<file path="src/hw/nrcs_defs.svh">
// Purpose: Constants for the NAND cache read sequencer
// Assumes: 125 MHz core clock, one logical unit with two planes
// Notes:   Busy times are plain defaults; adjust them to the array in use
// Notes on behaviour
// - Sequential cache read prefetches next page
// - Cache commands accepted idle or in cache phase
// - Cache command drives busy, clears both bits
// - After busy: pin high, unit ready only
// - Output restarts at column zero
// - Sequential read crosses into next block
// - Random cache read loads addressed page
// - Cache-end copies data, then fully ready
// - Queue command adds plane to pending set
// - Queue command ignores column address
// - Queue busy accepts only status and reset
// - After queue only queue or page read
// - Page read fills queued planes, even first
// - Select cache and change column redirect output
// - Multi-plane sequential steps every plane
`ifndef NRCS_DEFS_SVH
`define NRCS_DEFS_SVH

// ----------------------------------------------------------------------
// Command codes
// ----------------------------------------------------------------------
`define NRCS_CMD_READ      8'h00
`define NRCS_CMD_COLCHG    8'h05
`define NRCS_CMD_SELCACHE  8'h06
`define NRCS_CMD_PAGE      8'h30
`define NRCS_CMD_CACHE     8'h31
`define NRCS_CMD_QUEUE     8'h32
`define NRCS_CMD_LAST      8'h3f
`define NRCS_CMD_STATUS    8'h70
`define NRCS_CMD_STATUS_U  8'h78
`define NRCS_CMD_CONFIRM   8'he0
`define NRCS_CMD_RESET     8'hff
`define NRCS_CMD_RESET_S   8'hfc

// ----------------------------------------------------------------------
// Address layout in the 40-bit capture buffer
// ----------------------------------------------------------------------
`define NRCS_ADDR_CYC      3'h5
`define NRCS_COL_CYC       3'h2
`define NRCS_COL_MSB       12
`define NRCS_PAGE_LSB      16
`define NRCS_PAGE_MSB      22
`define NRCS_PLANE_BIT     23
`define NRCS_BLOCK_LSB     24
`define NRCS_BLOCK_MSB     33
`define NRCS_PAGE_LAST     7'h7f

// ----------------------------------------------------------------------
// Timing
// ----------------------------------------------------------------------
`define NRCS_CLK_MHZ       125
`define NRCS_RCBSY_NS      3000
`define NRCS_DBSY_NS       500
`define NRCS_ARRAY_NS      20000
`define NRCS_RCBSY_CYC     ((`NRCS_RCBSY_NS * `NRCS_CLK_MHZ + 999) / 1000)
`define NRCS_DBSY_CYC      ((`NRCS_DBSY_NS * `NRCS_CLK_MHZ + 999) / 1000)
`define NRCS_ARRAY_CYC     ((`NRCS_ARRAY_NS * `NRCS_CLK_MHZ + 999) / 1000)

`endif

</file>
<file path="src/hw/nrcs_pkg.sv">
// Purpose: Types shared by the NAND cache read sequencer
// Assumes: Nothing beyond the defs header
// Notes:   One-hot codes are written out on purpose
package nrcs_pkg;

  // ----------------------------------------------------------------------
  // Unit phase
  // ----------------------------------------------------------------------
  typedef enum logic [5:0] {
    NRCS_ST_IDLE  = 6'h01, // Fully ready
    NRCS_ST_RCBSY = 6'h02, // Cache read busy
    NRCS_ST_CACHE = 6'h04, // Cache phase, array still working
    NRCS_ST_DBSY  = 6'h08, // Plane queue busy
    NRCS_ST_MPQ   = 6'h10, // Planes queued, ready
    NRCS_ST_RBSY  = 6'h20  // Array to cache page read
  } nrcs_state_t;

  // ----------------------------------------------------------------------
  // Open command prefix awaiting address cycles
  // ----------------------------------------------------------------------
  typedef enum logic [3:0] {
    NRCS_PD_NONE = 4'h1,
    NRCS_PD_READ = 4'h2,
    NRCS_PD_COL  = 4'h4,
    NRCS_PD_SEL  = 4'h8
  } nrcs_pend_t;

endpackage

</file>
<file path="src/hw/nrcs_page_step.sv">
// Purpose: Next page address within one plane
// Assumes: Block index counts blocks inside the plane
// Notes:   Host keeps the walk inside the unit
`timescale 1ns/10ps
`include "nrcs_defs.svh"
module nrcs_page_step (
  input  wire logic [9:0] block,      // Current block in plane
  input  wire logic [6:0] page,       // Current page
  output logic      [9:0] next_block, // Block after stepping
  output logic      [6:0] next_page   // Page after stepping
);

  // ----------------------------------------------------------------------
  // Step
  // ----------------------------------------------------------------------
  // Past the last page, wrap to page zero of the next block
  always_comb begin
    if (page == `NRCS_PAGE_LAST) begin
      next_page  = 7'h00;
      next_block = block + 10'h001;
    end else begin
      next_page  = page + 7'h01;
      next_block = block;
    end
  end

endmodule

</file>
<file path="src/hw/nrcs_sequencer.sv">
// Purpose: Cache read and multi-plane queue sequencing for one logical unit
// Assumes: Command and address strobes come from the bus front end on clk
// Notes:   Array transfer is timed here; fetch and load pulses steer storage
`timescale 1ns/10ps
`include "nrcs_defs.svh"
module nrcs_sequencer (
  input  wire logic                 clk,             // 125 MHz clock
  input  wire logic                 rst,             // Sync reset, high
  input  wire logic                 ce,              // Clock enable
  input  wire logic                 cmd_we,          // Command byte strobe
  input  wire logic [7:0]           cmd_byte,        // Command byte
  input  wire logic                 addr_we,         // Address byte strobe
  input  wire logic [7:0]           addr_byte,       // Address byte
  input  wire logic                 rd_strobe,       // Host read of one byte
  output logic                      rb_out,          // Ready/busy pin level
  output logic                      rb_oe,           // Ready/busy pulled low
  output logic                      unit_ready,      // Unit ready status bit
  output logic                      array_ready_bit, // Array ready status bit
  output logic                      out_plane,       // Plane feeding output
  output logic [12:0]               rd_col,          // Output column
  output logic                      fetch_go,        // Start array read
  output logic                      fetch_dest,      // 1: to cache, 0: to data
  output logic [1:0]                fetch_mask,      // Planes being read
  output logic [19:0]               fetch_block,     // Block per plane
  output logic [13:0]               fetch_page,      // Page per plane
  output logic                      cache_load,      // Data to cache copy
  output nrcs_pkg::nrcs_state_t     seq_state        // Current phase
);
  import nrcs_pkg::*;

  // ----------------------------------------------------------------------
  // Declarations
  // ----------------------------------------------------------------------
  nrcs_state_t st;          // Phase
  nrcs_state_t next_st;     // Phase next cycle
  nrcs_pend_t  pend;        // Open prefix
  logic [39:0] abuf;        // Captured address cycles
  logic [2:0]  acnt;        // Address cycles seen
  logic [11:0] bcnt;        // Busy timer
  logic [11:0] fcnt;        // Array transfer timer
  logic [1:0]  active;      // Planes in the cache walk
  logic [1:0]  queued;      // Planes awaiting page read
  logic        job_last;    // Busy ends the sequence
  logic        job_load;    // Busy exit copies data to cache
  logic        job_fetch;   // Busy exit starts next fetch
  logic [19:0] nxt_block;   // Stepped blocks
  logic [13:0] nxt_page;    // Stepped pages
  logic        is_rst;      // Reset command
  logic        pre_ok;      // Five address cycles after 00h
  logic        rdy_st;      // Idle phase
  logic        cac_st;      // Cache phase
  logic        acc_seq;     // Accepted sequential cache read
  logic        acc_rnd;     // Accepted random cache read
  logic        acc_last;    // Accepted cache end
  logic        acc_q;       // Accepted plane queue
  logic        acc_pg;      // Accepted final page read
  logic        acc_col;     // Accepted column change
  logic        acc_sel;     // Accepted cache select
  logic        acc_pre;     // Accepted prefix
  logic        rc_done;     // Cache busy can end
  logic        a_plane;     // Addressed plane
  logic [9:0]  a_block;     // Addressed block
  logic [6:0]  a_page;      // Addressed page
  logic [12:0] a_col;       // Addressed column

  assign a_plane   = abuf[`NRCS_PLANE_BIT];
  assign a_block   = abuf[`NRCS_BLOCK_MSB:`NRCS_BLOCK_LSB];
  assign a_page    = abuf[`NRCS_PAGE_MSB:`NRCS_PAGE_LSB];
  assign a_col     = abuf[`NRCS_COL_MSB:0];
  assign seq_state = st;

  // ----------------------------------------------------------------------
  // Command decode
  // ----------------------------------------------------------------------
  // others ignored: anything not listed for the phase falls through
  always_comb begin
    rdy_st   = (st == NRCS_ST_IDLE);
    cac_st   = (st == NRCS_ST_CACHE);
    pre_ok   = (pend == NRCS_PD_READ) && (acnt == `NRCS_ADDR_CYC);
    is_rst   = cmd_we && (cmd_byte == `NRCS_CMD_RESET || cmd_byte == `NRCS_CMD_RESET_S);
    acc_seq  = cmd_we && cmd_byte == `NRCS_CMD_CACHE && (rdy_st || cac_st)
               && (pend == NRCS_PD_NONE || (pend == NRCS_PD_READ && acnt == 3'h0));
    acc_rnd  = cmd_we && cmd_byte == `NRCS_CMD_CACHE && pre_ok && (rdy_st || cac_st);
    acc_last = cmd_we && cmd_byte == `NRCS_CMD_LAST && (rdy_st || cac_st);
    acc_q    = cmd_we && cmd_byte == `NRCS_CMD_QUEUE && pre_ok && (rdy_st || st == NRCS_ST_MPQ);
    acc_pg   = cmd_we && cmd_byte == `NRCS_CMD_PAGE && pre_ok && (rdy_st || st == NRCS_ST_MPQ);
    acc_col  = cmd_we && cmd_byte == `NRCS_CMD_CONFIRM && pend == NRCS_PD_COL
               && acnt == `NRCS_COL_CYC && (rdy_st || cac_st);
    acc_sel  = cmd_we && cmd_byte == `NRCS_CMD_CONFIRM && pend == NRCS_PD_SEL
               && acnt == `NRCS_ADDR_CYC && (rdy_st || cac_st);
    acc_pre  = cmd_we && ((cmd_byte == `NRCS_CMD_READ && (rdy_st || cac_st || st == NRCS_ST_MPQ))
               || ((cmd_byte == `NRCS_CMD_COLCHG || cmd_byte == `NRCS_CMD_SELCACHE) && (rdy_st || cac_st)));
    rc_done  = (st == NRCS_ST_RCBSY) && bcnt == 12'h000 && fcnt == 12'h000;
  end

  // ----------------------------------------------------------------------
  // Prefix and address capture
  // ----------------------------------------------------------------------
  // Any other command closes an open prefix, so stray bytes cannot pair up
  always_ff @(posedge clk) begin
    if (rst) begin
      pend <= NRCS_PD_NONE;
      acnt <= 3'h0;
      abuf <= 40'h00_0000_0000;
    end else if (ce) begin
      if (cmd_we) begin
        acnt <= 3'h0;
        if (acc_pre && cmd_byte == `NRCS_CMD_READ) begin
          pend <= NRCS_PD_READ;
        end else if (acc_pre && cmd_byte == `NRCS_CMD_COLCHG) begin
          pend <= NRCS_PD_COL;
        end else if (acc_pre) begin
          pend <= NRCS_PD_SEL;
        end else begin
          pend <= NRCS_PD_NONE;
        end
      end else if (addr_we && pend != NRCS_PD_NONE && acnt < `NRCS_ADDR_CYC) begin
        abuf[{acnt, 3'b000} +: 8] <= addr_byte;
        acnt <= acnt + 3'h1;
      end
    end
  end

  // ----------------------------------------------------------------------
  // Phase sequencing
  // ----------------------------------------------------------------------
  always_comb begin
    next_st = st;
    if (is_rst) begin
      next_st = NRCS_ST_IDLE;
    end else begin
      unique case (st)
        NRCS_ST_IDLE, NRCS_ST_CACHE, NRCS_ST_MPQ: begin
          if (acc_seq || acc_rnd || acc_last) begin
            next_st = NRCS_ST_RCBSY;
          end else if (acc_q) begin
            next_st = NRCS_ST_DBSY;
          end else if (acc_pg) begin
            next_st = NRCS_ST_RBSY;
          end
        end
        NRCS_ST_RCBSY: begin
          if (rc_done) begin
            next_st = job_last ? NRCS_ST_IDLE : NRCS_ST_CACHE;
          end
        end
        NRCS_ST_DBSY: begin
          if (bcnt == 12'h000) begin
            next_st = NRCS_ST_MPQ;
          end
        end
        NRCS_ST_RBSY: begin
          if (fcnt == 12'h000) begin
            next_st = NRCS_ST_IDLE;
          end
        end
      endcase
    end
  end

  // Phase register and busy timer
  always_ff @(posedge clk) begin
    if (rst) begin
      st   <= NRCS_ST_IDLE;
      bcnt <= 12'h000;
    end else if (ce) begin
      st <= next_st;
      if (next_st == NRCS_ST_RCBSY && st != NRCS_ST_RCBSY) begin
        bcnt <= 12'(`NRCS_RCBSY_CYC - 1);
      end else if (next_st == NRCS_ST_DBSY && st != NRCS_ST_DBSY) begin
        bcnt <= 12'(`NRCS_DBSY_CYC - 1);
      end else if (bcnt != 12'h000) begin
        bcnt <= bcnt - 12'h001;
      end
    end
  end

  // ----------------------------------------------------------------------
  // Status bits and ready/busy pin
  // ----------------------------------------------------------------------
  // Taken from the next phase so the pin moves with the phase, not after it
  always_ff @(posedge clk) begin
    if (rst) begin
      rb_out          <= 1'b0;
      rb_oe           <= 1'b0;
      unit_ready      <= 1'b1;
      array_ready_bit <= 1'b1;
    end else if (ce) begin
      rb_out          <= 1'b0;
      rb_oe           <= (next_st == NRCS_ST_RCBSY) || (next_st == NRCS_ST_DBSY) || (next_st == NRCS_ST_RBSY);
      unit_ready      <= (next_st == NRCS_ST_IDLE) || (next_st == NRCS_ST_MPQ) || (next_st == NRCS_ST_CACHE);
      array_ready_bit <= (next_st == NRCS_ST_IDLE) || (next_st == NRCS_ST_MPQ);
    end
  end

  // ----------------------------------------------------------------------
  // Array jobs
  // ----------------------------------------------------------------------
  // A new cache command waits for the running fetch, since the data
  // register must be whole before it is copied
  always_ff @(posedge clk) begin
    if (rst || (ce && is_rst)) begin
      job_last   <= 1'b0;
      job_load   <= 1'b0;
      job_fetch  <= 1'b0;
      fetch_go   <= 1'b0;
      fetch_dest <= 1'b0;
      fetch_mask <= 2'b00;
      cache_load <= 1'b0;
      fcnt       <= 12'h000;
    end else if (ce) begin
      fetch_go   <= 1'b0;
      cache_load <= 1'b0;
      if (fcnt != 12'h000) begin
        fcnt <= fcnt - 12'h001;
      end
      if (acc_seq || acc_rnd || acc_last) begin
        job_last  <= acc_last;
        job_load  <= cac_st || acc_last;
        job_fetch <= !acc_last;
      end else if (rc_done) begin
        cache_load <= job_load;
        fetch_go   <= job_fetch;
        fetch_dest <= 1'b0;
        fetch_mask <= active;
        fcnt       <= job_fetch ? 12'(`NRCS_ARRAY_CYC) : 12'h000;
      end else if (acc_pg) begin
        fetch_go   <= 1'b1;
        fetch_dest <= 1'b1;
        fetch_mask <= queued | (a_plane ? 2'b10 : 2'b01);
        fcnt       <= 12'(`NRCS_ARRAY_CYC);
      end
    end
  end

  // ----------------------------------------------------------------------
  // Per-plane page pointers
  // ----------------------------------------------------------------------
  genvar p;
  generate
    for (p = 0; p < 2; p++) begin : g_plane
      nrcs_page_step u_step (
        .block      (fetch_block[p*10 +: 10]),
        .page       (fetch_page[p*7 +: 7]),
        .next_block (nxt_block[p*10 +: 10]),
        .next_page  (nxt_page[p*7 +: 7])
      );

      // Pointer, walk membership and queue bit of one plane
      always_ff @(posedge clk) begin
        if (rst || (ce && is_rst)) begin
          fetch_block[p*10 +: 10] <= 10'h000;
          fetch_page[p*7 +: 7]    <= 7'h00;
          active[p]               <= 1'b0;
          queued[p]               <= 1'b0;
        end else if (ce) begin
          if (acc_seq && active[p]) begin
            fetch_block[p*10 +: 10] <= nxt_block[p*10 +: 10];
            fetch_page[p*7 +: 7]    <= nxt_page[p*7 +: 7];
          end else if ((acc_rnd || acc_pg || acc_q) && a_plane == p[0]) begin
            fetch_block[p*10 +: 10] <= a_block;
            fetch_page[p*7 +: 7]    <= a_page;
          end
          if (acc_rnd || acc_pg) begin
            active[p] <= queued[p] || (a_plane == p[0]);
            queued[p] <= 1'b0;
          end else if (acc_q && a_plane == p[0]) begin
            queued[p] <= 1'b1;
          end
        end
      end
    end
  endgenerate

  // ----------------------------------------------------------------------
  // Output column and plane
  // ----------------------------------------------------------------------
  always_ff @(posedge clk) begin
    if (rst || (ce && is_rst)) begin
      rd_col    <= 13'h0000;
      out_plane <= 1'b0;
    end else if (ce) begin
      if (acc_seq || acc_rnd || acc_last) begin
        rd_col <= 13'h0000;
      end else if (acc_col) begin
        rd_col <= a_col;
      end else if (acc_sel) begin
        rd_col    <= a_col;
        out_plane <= a_plane;
      end else if (acc_pg) begin
        rd_col    <= a_col;
        out_plane <= (|queued) ? 1'b0 : a_plane;
      end else if (rd_strobe && unit_ready && !acc_q) begin
        rd_col <= rd_col + 13'h0001;
      end
    end
  end
endmodule

</file>
<file path="config.mk">
export PLATFORM = sky130hd
export DESIGN_NAME = nrcs_sequencer
export DESIGN_NICKNAME = d
export VERILOG_FILES = /design/src/hw/nrcs_pkg.sv /design/src/hw/nrcs_page_step.sv /design/src/hw/nrcs_sequencer.sv
export VERILOG_INCLUDE_DIRS = /design/src /design/src/hw
export SDC_FILE = /design/constraint.sdc
export NUM_CORES = 1
export LEC_CHECK = 0
export BUFFER_PORTS_ARGS = -buffer_cell sky130_fd_sc_hd__buf_2
export CORE_ASPECT_RATIO = 2
export CORE_MARGIN = 1
export CORE_UTILIZATION = 60
export DETAILED_ROUTE_END_ITERATION = 8
export GPL_ROUTABILITY_DRIVEN = 1
export PLACE_DENSITY = 0.88
export SLEW_MARGIN = 0
export SYNTH_ARGS = -nofsm -noshare
export SYNTH_HDL_FRONTEND = slang
export SYNTH_HIERARCHICAL = 1
export SYNTH_SLANG_ARGS = --single-unit
</file>
<file path="constraint.sdc">
create_clock -name clk -period 9.26 [get_ports clk]
set_input_delay 1.389 -clock clk [delete_from_list [all_inputs] [get_ports clk]]
set_output_delay 1.389 -clock clk [all_outputs]
set_load 0.005 [all_outputs]
</file>
## Yosys cells after proc, flatten, opt, wreduce, memory -nomap -nowiden

Index checks and enable logic that the tools add are counted.

| operators by class | value |
|---|---|
| $lt $le $gt $ge | 1 |
| mux-type cells | 57 |
| equal/unequal tests | 34 |
| reductions and logical operators | 96 |
| $add $sub $neg | 9 |
| bitwise operators | 5 |
| shifts and indexed selects | 2 |

Operators with widths:

| operator | number |
|---|---|
| $mux W12 | 8 |
| $mux W13 | 5 |
| $mux W10 | 6 |
| $logic_and A1 B1 Y1 | 43 |
| $mux W6 | 7 |
| $mux W7 | 6 |
| $bwmux W40 | 1 |
| $shift A8 B8 Y40 const A | 1 |
| $shiftx A8 B8 Y40 | 1 |
| $eq A8 B6 Y1 const B | 4 |
| $eq A8 B8 Y1 const B | 3 |
| $logic_not A12 Y1 | 2 |
| $pmux W6 S4 | 1 |
| $reduce_bool A12 Y1 | 2 |
| $sub A12 B1 Y12 const B | 2 |
| $add A10 B1 Y10 const B | 2 |
| $reduce_and A2 Y1 | 10 |
| $logic_or A1 B1 Y1 | 19 |
| $eq A8 B3 Y1 const B | 2 |
| $add A7 B1 Y7 const B | 2 |
| $eq A7 B7 Y1 const B | 2 |
| $mux W1 | 14 |
| $reduce_bool A2 Y1 | 7 |
| $add A13 B1 Y13 const B | 1 |
| other kinds (33) | 53 |

| word-level totals | value |
|---|---|
| bits of input ports | 22 |
| bits in registers | 140 |
| word-level logic and storage cells | 230 |
| output and inout port bits | 63 |

## Depth between registers and ports, before layout

| depth | value |
|---|---|
| depth after elaboration | 13 |
| mapped depth | 13 |
| mapped depth without buffers | 11 |

## By module

The synthesis kept the hierarchy.

By module, submodules not included:

| module | area an instance (um^2) | instances | seq. area each (um^2) | cells each |
|---|---|---|---|---|
| nrcs_sequencer | 6,715.2 | 1 | 2,622.5 | 829 |
| nrcs_page_step | 311.5 | 2 | 0.0 | 45 |

## Least setup slack after synthesis

No wires, ideal clock.

| timing path | value |
|---|---|
| path kind | in2reg |
| from | in cmd_we |
| to | reg rd_col[9] |
| data arrival time | 3.495 ns |
| data required time | 9.141 ns |
| stages on the path | 10 |
| setup slack | 5.647 ns |
| library setup time | 0.119 ns |
| path buffers | 3 |
| cell sequence | buf_2 -> nor3b_1 -> and3_1 -> and3_1 -> or4b_1 -> clkbuf_1 -> o21ai_1 -> clkbuf_1 -> nor2_1 -> o221a_2 |

| between the ends | value |
|---|---|
| longest elaborated chain between the ends | 7 |

Ends and longest elaborated chain:

| item | RTL line | text |
|---|---|---|
| start, declared | nrcs_sequencer.sv:10 | `input wire logic cmd_we,` |
| $logic_and A1 B1 Y1 (no source line) | -- |  |
| $logic_and A1 B1 Y1 (on tied branches) (2 in series) | -- |  |
| $mux W13 (tied with other cells) | nrcs_sequencer.sv:290 | `end else if (acc_pg) begin` |
| $mux W13 (tied with other cells) | nrcs_sequencer.sv:287 | `end else if (acc_sel) begin` |
| $mux W13 or $reduce_bool A5 Y1 (tied branches) | -- |  |
| $mux W13 or $reduce_and A2 Y1 (tied branches) | -- |  |
| end signal, assigned | nrcs_sequencer.sv:286 | `rd_col <= a_col;` |
| end signal, assigned | nrcs_sequencer.sv:288 | `rd_col <= a_col;` |
| end signal, assigned | nrcs_sequencer.sv:291 | `rd_col <= a_col;` |
| end, declared | nrcs_sequencer.sv:20 | `output logic [12:0] rd_col,` |

Several ways; a longest one is shown, not always the timed one.
A chain may end at the register's enable or synchronous reset.

## Worst setup path after layout

| timing path | value |
|---|---|
| from | in cmd_byte[7] |
| to | reg fetch_page[7] |

| between the ends | value |
|---|---|
| longest elaborated chain between the ends | 9 |

Ends and longest elaborated chain:

| item | RTL line | text |
|---|---|---|
| start, declared | nrcs_sequencer.sv:11 | `input wire logic [7:0] cmd_byte,` |
| $eq A8 B6 Y1 (no source line) | -- |  |
| $logic_and A1 B1 Y1 (no source line) | -- |  |
| $logic_and A1 B1 Y1 (on tied branches) (2 in series) | nrcs_sequencer.sv:83, nrcs_sequencer.sv:86 |  |
| $logic_or A1 B1 Y1 (2 in series) | nrcs_sequencer.sv:260 | `end else if ((acc_rnd \|\| acc_pg \|\| acc_q) && a_plane == p[0]) begin` |
| $logic_and A1 B1 Y1 | nrcs_sequencer.sv:260 |  |
| $reduce_bool A2 Y1 (no source line) | -- |  |
| $reduce_and A2 Y1 (no source line) | -- |  |
| end signal, assigned by index | nrcs_sequencer.sv:259 | `fetch_page[p*7 +: 7] <= nxt_page[p*7 +: 7];` |
| end signal, assigned by index | nrcs_sequencer.sv:262 | `fetch_page[p*7 +: 7] <= a_page;` |
| end, declared | nrcs_sequencer.sv:25 | `output logic [13:0] fetch_page,` |

Several ways; a longest one is shown, not always the timed one.

==> summary.md <==
| Metric | Value |
|---|---|
| Final instance area | between 8000 and 9000 µm² |
| Vias in the first global route | between 7000 and 8000 |
| First-pass GRT wire length | 32700 µm |
| R2r startpoint | acnt[0] |
| Fraction of layout cells with a size suffix above 1 | ~16% |
| Total CTS buffers | 17 |
| Async SR Flop Fraction | 0% |
| Hold EP | bcnt[10] |
| Pre-CTS setup slack | 5.10 ns |
| Seq/Total Area, Yosys | around 36% |
| Total routed wirelength | 20300 µm |
| Reg2Reg Setup Slack | 5.67 ns |
| Num rows | between 50 and 60 |
| Slew Limit Fails | 0 |
| Hold Vio Cnt, Final | 0 |
| Worst Max-Slew Pin Slew | 1.04 ns |
| DRC | 0 |
| Synth Register Bits | between 100 and 150 |
| Dpl cell area | a little under 8000 µm² |
| Worst VDD drop | between 0.2 and 0.25 mV |
| Largest net degree at the start of global routing | 63 |
| Initial antenna violation count | 0 |
| Setup bufs post-CTS | 0 |
| IO buf count | 83 |
| Vias post-DR | between 7000 and 8000 |
| Arrival @ worst endpoint | about 4.2 ns |
| Setup TNS | 0 ns |
| MaxCap Viol Count | 0 |
| CTS clk-pin slew, worst paths | around 0.06 ns |
| Critical Path Fanout Max | 34 |
| CP Launch Type | input pin |
| Initial Utilization | between 60% and 70% |
| Synth top area cells | dfxtp_1, nor2_1, mux2i_1, a21oi_1, a211oi_1 |
| Initial DRC count | between 400 and 500 |
| Fin crit period | about 3.9 ns |
| Lkg Pwr | between 0.003 and 0.004 µW |
| Root Buffer | clkbuf_16 |
| HP Start | bcnt[10] |
| Total power | roughly 1800 µW |
| Clk_lat worst skew | around 0.42 ns |
| Most common cell after layout, fill and taps aside | nor2_1 |
| Crit share post-route | 42.2% |
| RePlAce Congestion | 0.961 |
| Clk sinks | about 130 |
| Diodes inserted | 0 |
| I/O Pins | 85 |
| CP required | 9.56 ns |
| Post-synth top area share | between 30% and 40% |
| Antenna viol nets, final | 0 |
| Die Height | roughly 160 µm |
| Worst Skew | about 0.009 ns |
| Synth area leader | dfxtp_1 |
| PwrDens | 211 nW/µm² |
| Area Growth Syn to Fin | 14.1% |
| Hold Path Depth | 2 |
| Nets@finish | 1014 |
| Status | finished, final reports clean |
| Max_slew headroom | 30.8% |
| Worst reg2reg path depth | 11 |
| Synthesized area | around 7300 µm² |
| Syn_nets | between 900 and 1000 |
| Cts hold-fix bufs | 0 |
| Die area | approximately 13000 µm² |
| HPWL after detailed placement | between 10000 and 15000 µm |
| RSZ-0062 raised after global routing | false |
| Worst Setup SP | cmd_byte[7] |
| Synthesized area per cell | 7.99 µm² |
| Post-CTS Resized | 0 |
| Vias per cell | between 6 and 7 |
| Hold Path Class | register to register |
| H-tree depth | 4 |
| Routed len/inst | approximately 18 µm |
| Filler cells | between 900 and 1000 |
| Critical path endpoint category | register |
| CTS tree | done |
| Final WS setup | between 5 and 6 ns |
| Mapped Cells | between 900 and 1000 |
| EDFF count, synth | 0 |
| Unique masters post-synth | 75 |
| Drt pass-1 iters | 5 |
| Clk buf depth | 2 |
| Worst r2r dst | rd_col[9] |
| Crit path kind | input pin to register |
| Primary FF master, synth | dfxtp_1 |
| Setup violators final | 0 |
| GRT Total Usage | 33.4% |
| Total grt overflow | 0 |
| Die width | 80.2 µm |
| Most frequent cells in the layout | nor2_1, dfxtp_1, a21oi_1, buf_2, nand2_1 |
| Yosys warns | 6 |
| F_max | approximately 260 MHz |
| Core Region | roughly 12000 µm² |
-- cells by family after synthesis --
kind of cell    after synthesis  share of synthesized area, %
fa+ha+maj                    13                          2.22
simple gates                420                          29.9
buf+inv                      65                          4.21
compound gates              206                          17.1
other cells                   1                        0.0511
mux                          46                          6.31
flops                       131                          35.7
xor+xnor                     37                          4.42
-- power breakdown --
part           internal, µW  switching [µW]
sequential              603            42.1
clock                   433             274
combinational           173             243
-- sequential cells by signal, indices dropped and copies added (netlist names), 2 cells and up --
signal and flops:
abuf 31, acnt 3, active 2, bcnt 12, fcnt 12, fetch_block 20
fetch_mask 2, fetch_page 14, pend 4, queued 2, rd_col 13, seq_state 6
-- area by class of cell --
class                   instances  area [µm²]  area share [%]
flip-flops and latches        131        2620            31.3
well taps                     145         181            2.17
clock inverters                14         178            2.12
multi-input cells             723        4420            52.8
inverters                      16        60.1           0.717
clock buffers                  18         439            5.25
repair buffers                 90         468            5.59
-- cells in the mapped netlist (all sizes together) (3+ instances only) --
cell type,count
nand4b,3
clkbuf,38
nor3,29
or2,5
nand4,14
o31ai,3
a211oi,39
nand2,72
or3,12
xnor2,17
ha,13
dfxtp,131
and4,5
nor4,14
o21ai,40
nand3,48
xor2,20
and2,6
buf,11
nand2b,10
nor2b,7
nor3b,11
o21a,7
a311oi,4
a31oi,6
inv,16
nor4b,5
or4,5
and4b,4
a21oi,87
mux2i,44
nor2,143
and3,17
-- metal layers --
metal  global-route usage, %  wire [µm]
met4                    26.0       1400
met5                       0          0
met1                    30.2       7050
met3                    7.68        988
met2                    61.9      10900
-- how the worst max path moves through the flow --
| stage | cells after the start | end |
|---|---|---|
| finish | 9 | fetch_page[7] |
| global route | 9 | fetch_block[8] |
| CTS | 9 | fetch_page[7] |
| detailed placement | 9 | fetch_page[7] |
| global placement | 8 | rd_col[11] |
| floorplan | 10 | rd_col[9] |
-- worst max-delay path, stage by stage --
cell      delay, ns
buf_2          0.11
nor4bb_1       0.50
nand4b_1       0.27
nor2_1         0.22
nand2_1        0.61
a21oi_2        0.32
buf_4          0.34
nor2_1         0.09
a211oi_1       0.35
-- stage by stage --
stage / utilization (%) / hold WS (ns) / std cells
floorplan: - / 0.428 / 919
global placement: 65.5 / 0.441 / 1105
detailed placement: 65.5 / 0.450 / 1105
CTS: 70.7 / 0.460 / 1137
global route: 70.7 / 0.484 / 1137
finish: 70.7 / 0.460 / 1137
Note: power is estimated with default switching activity, not from simulation.
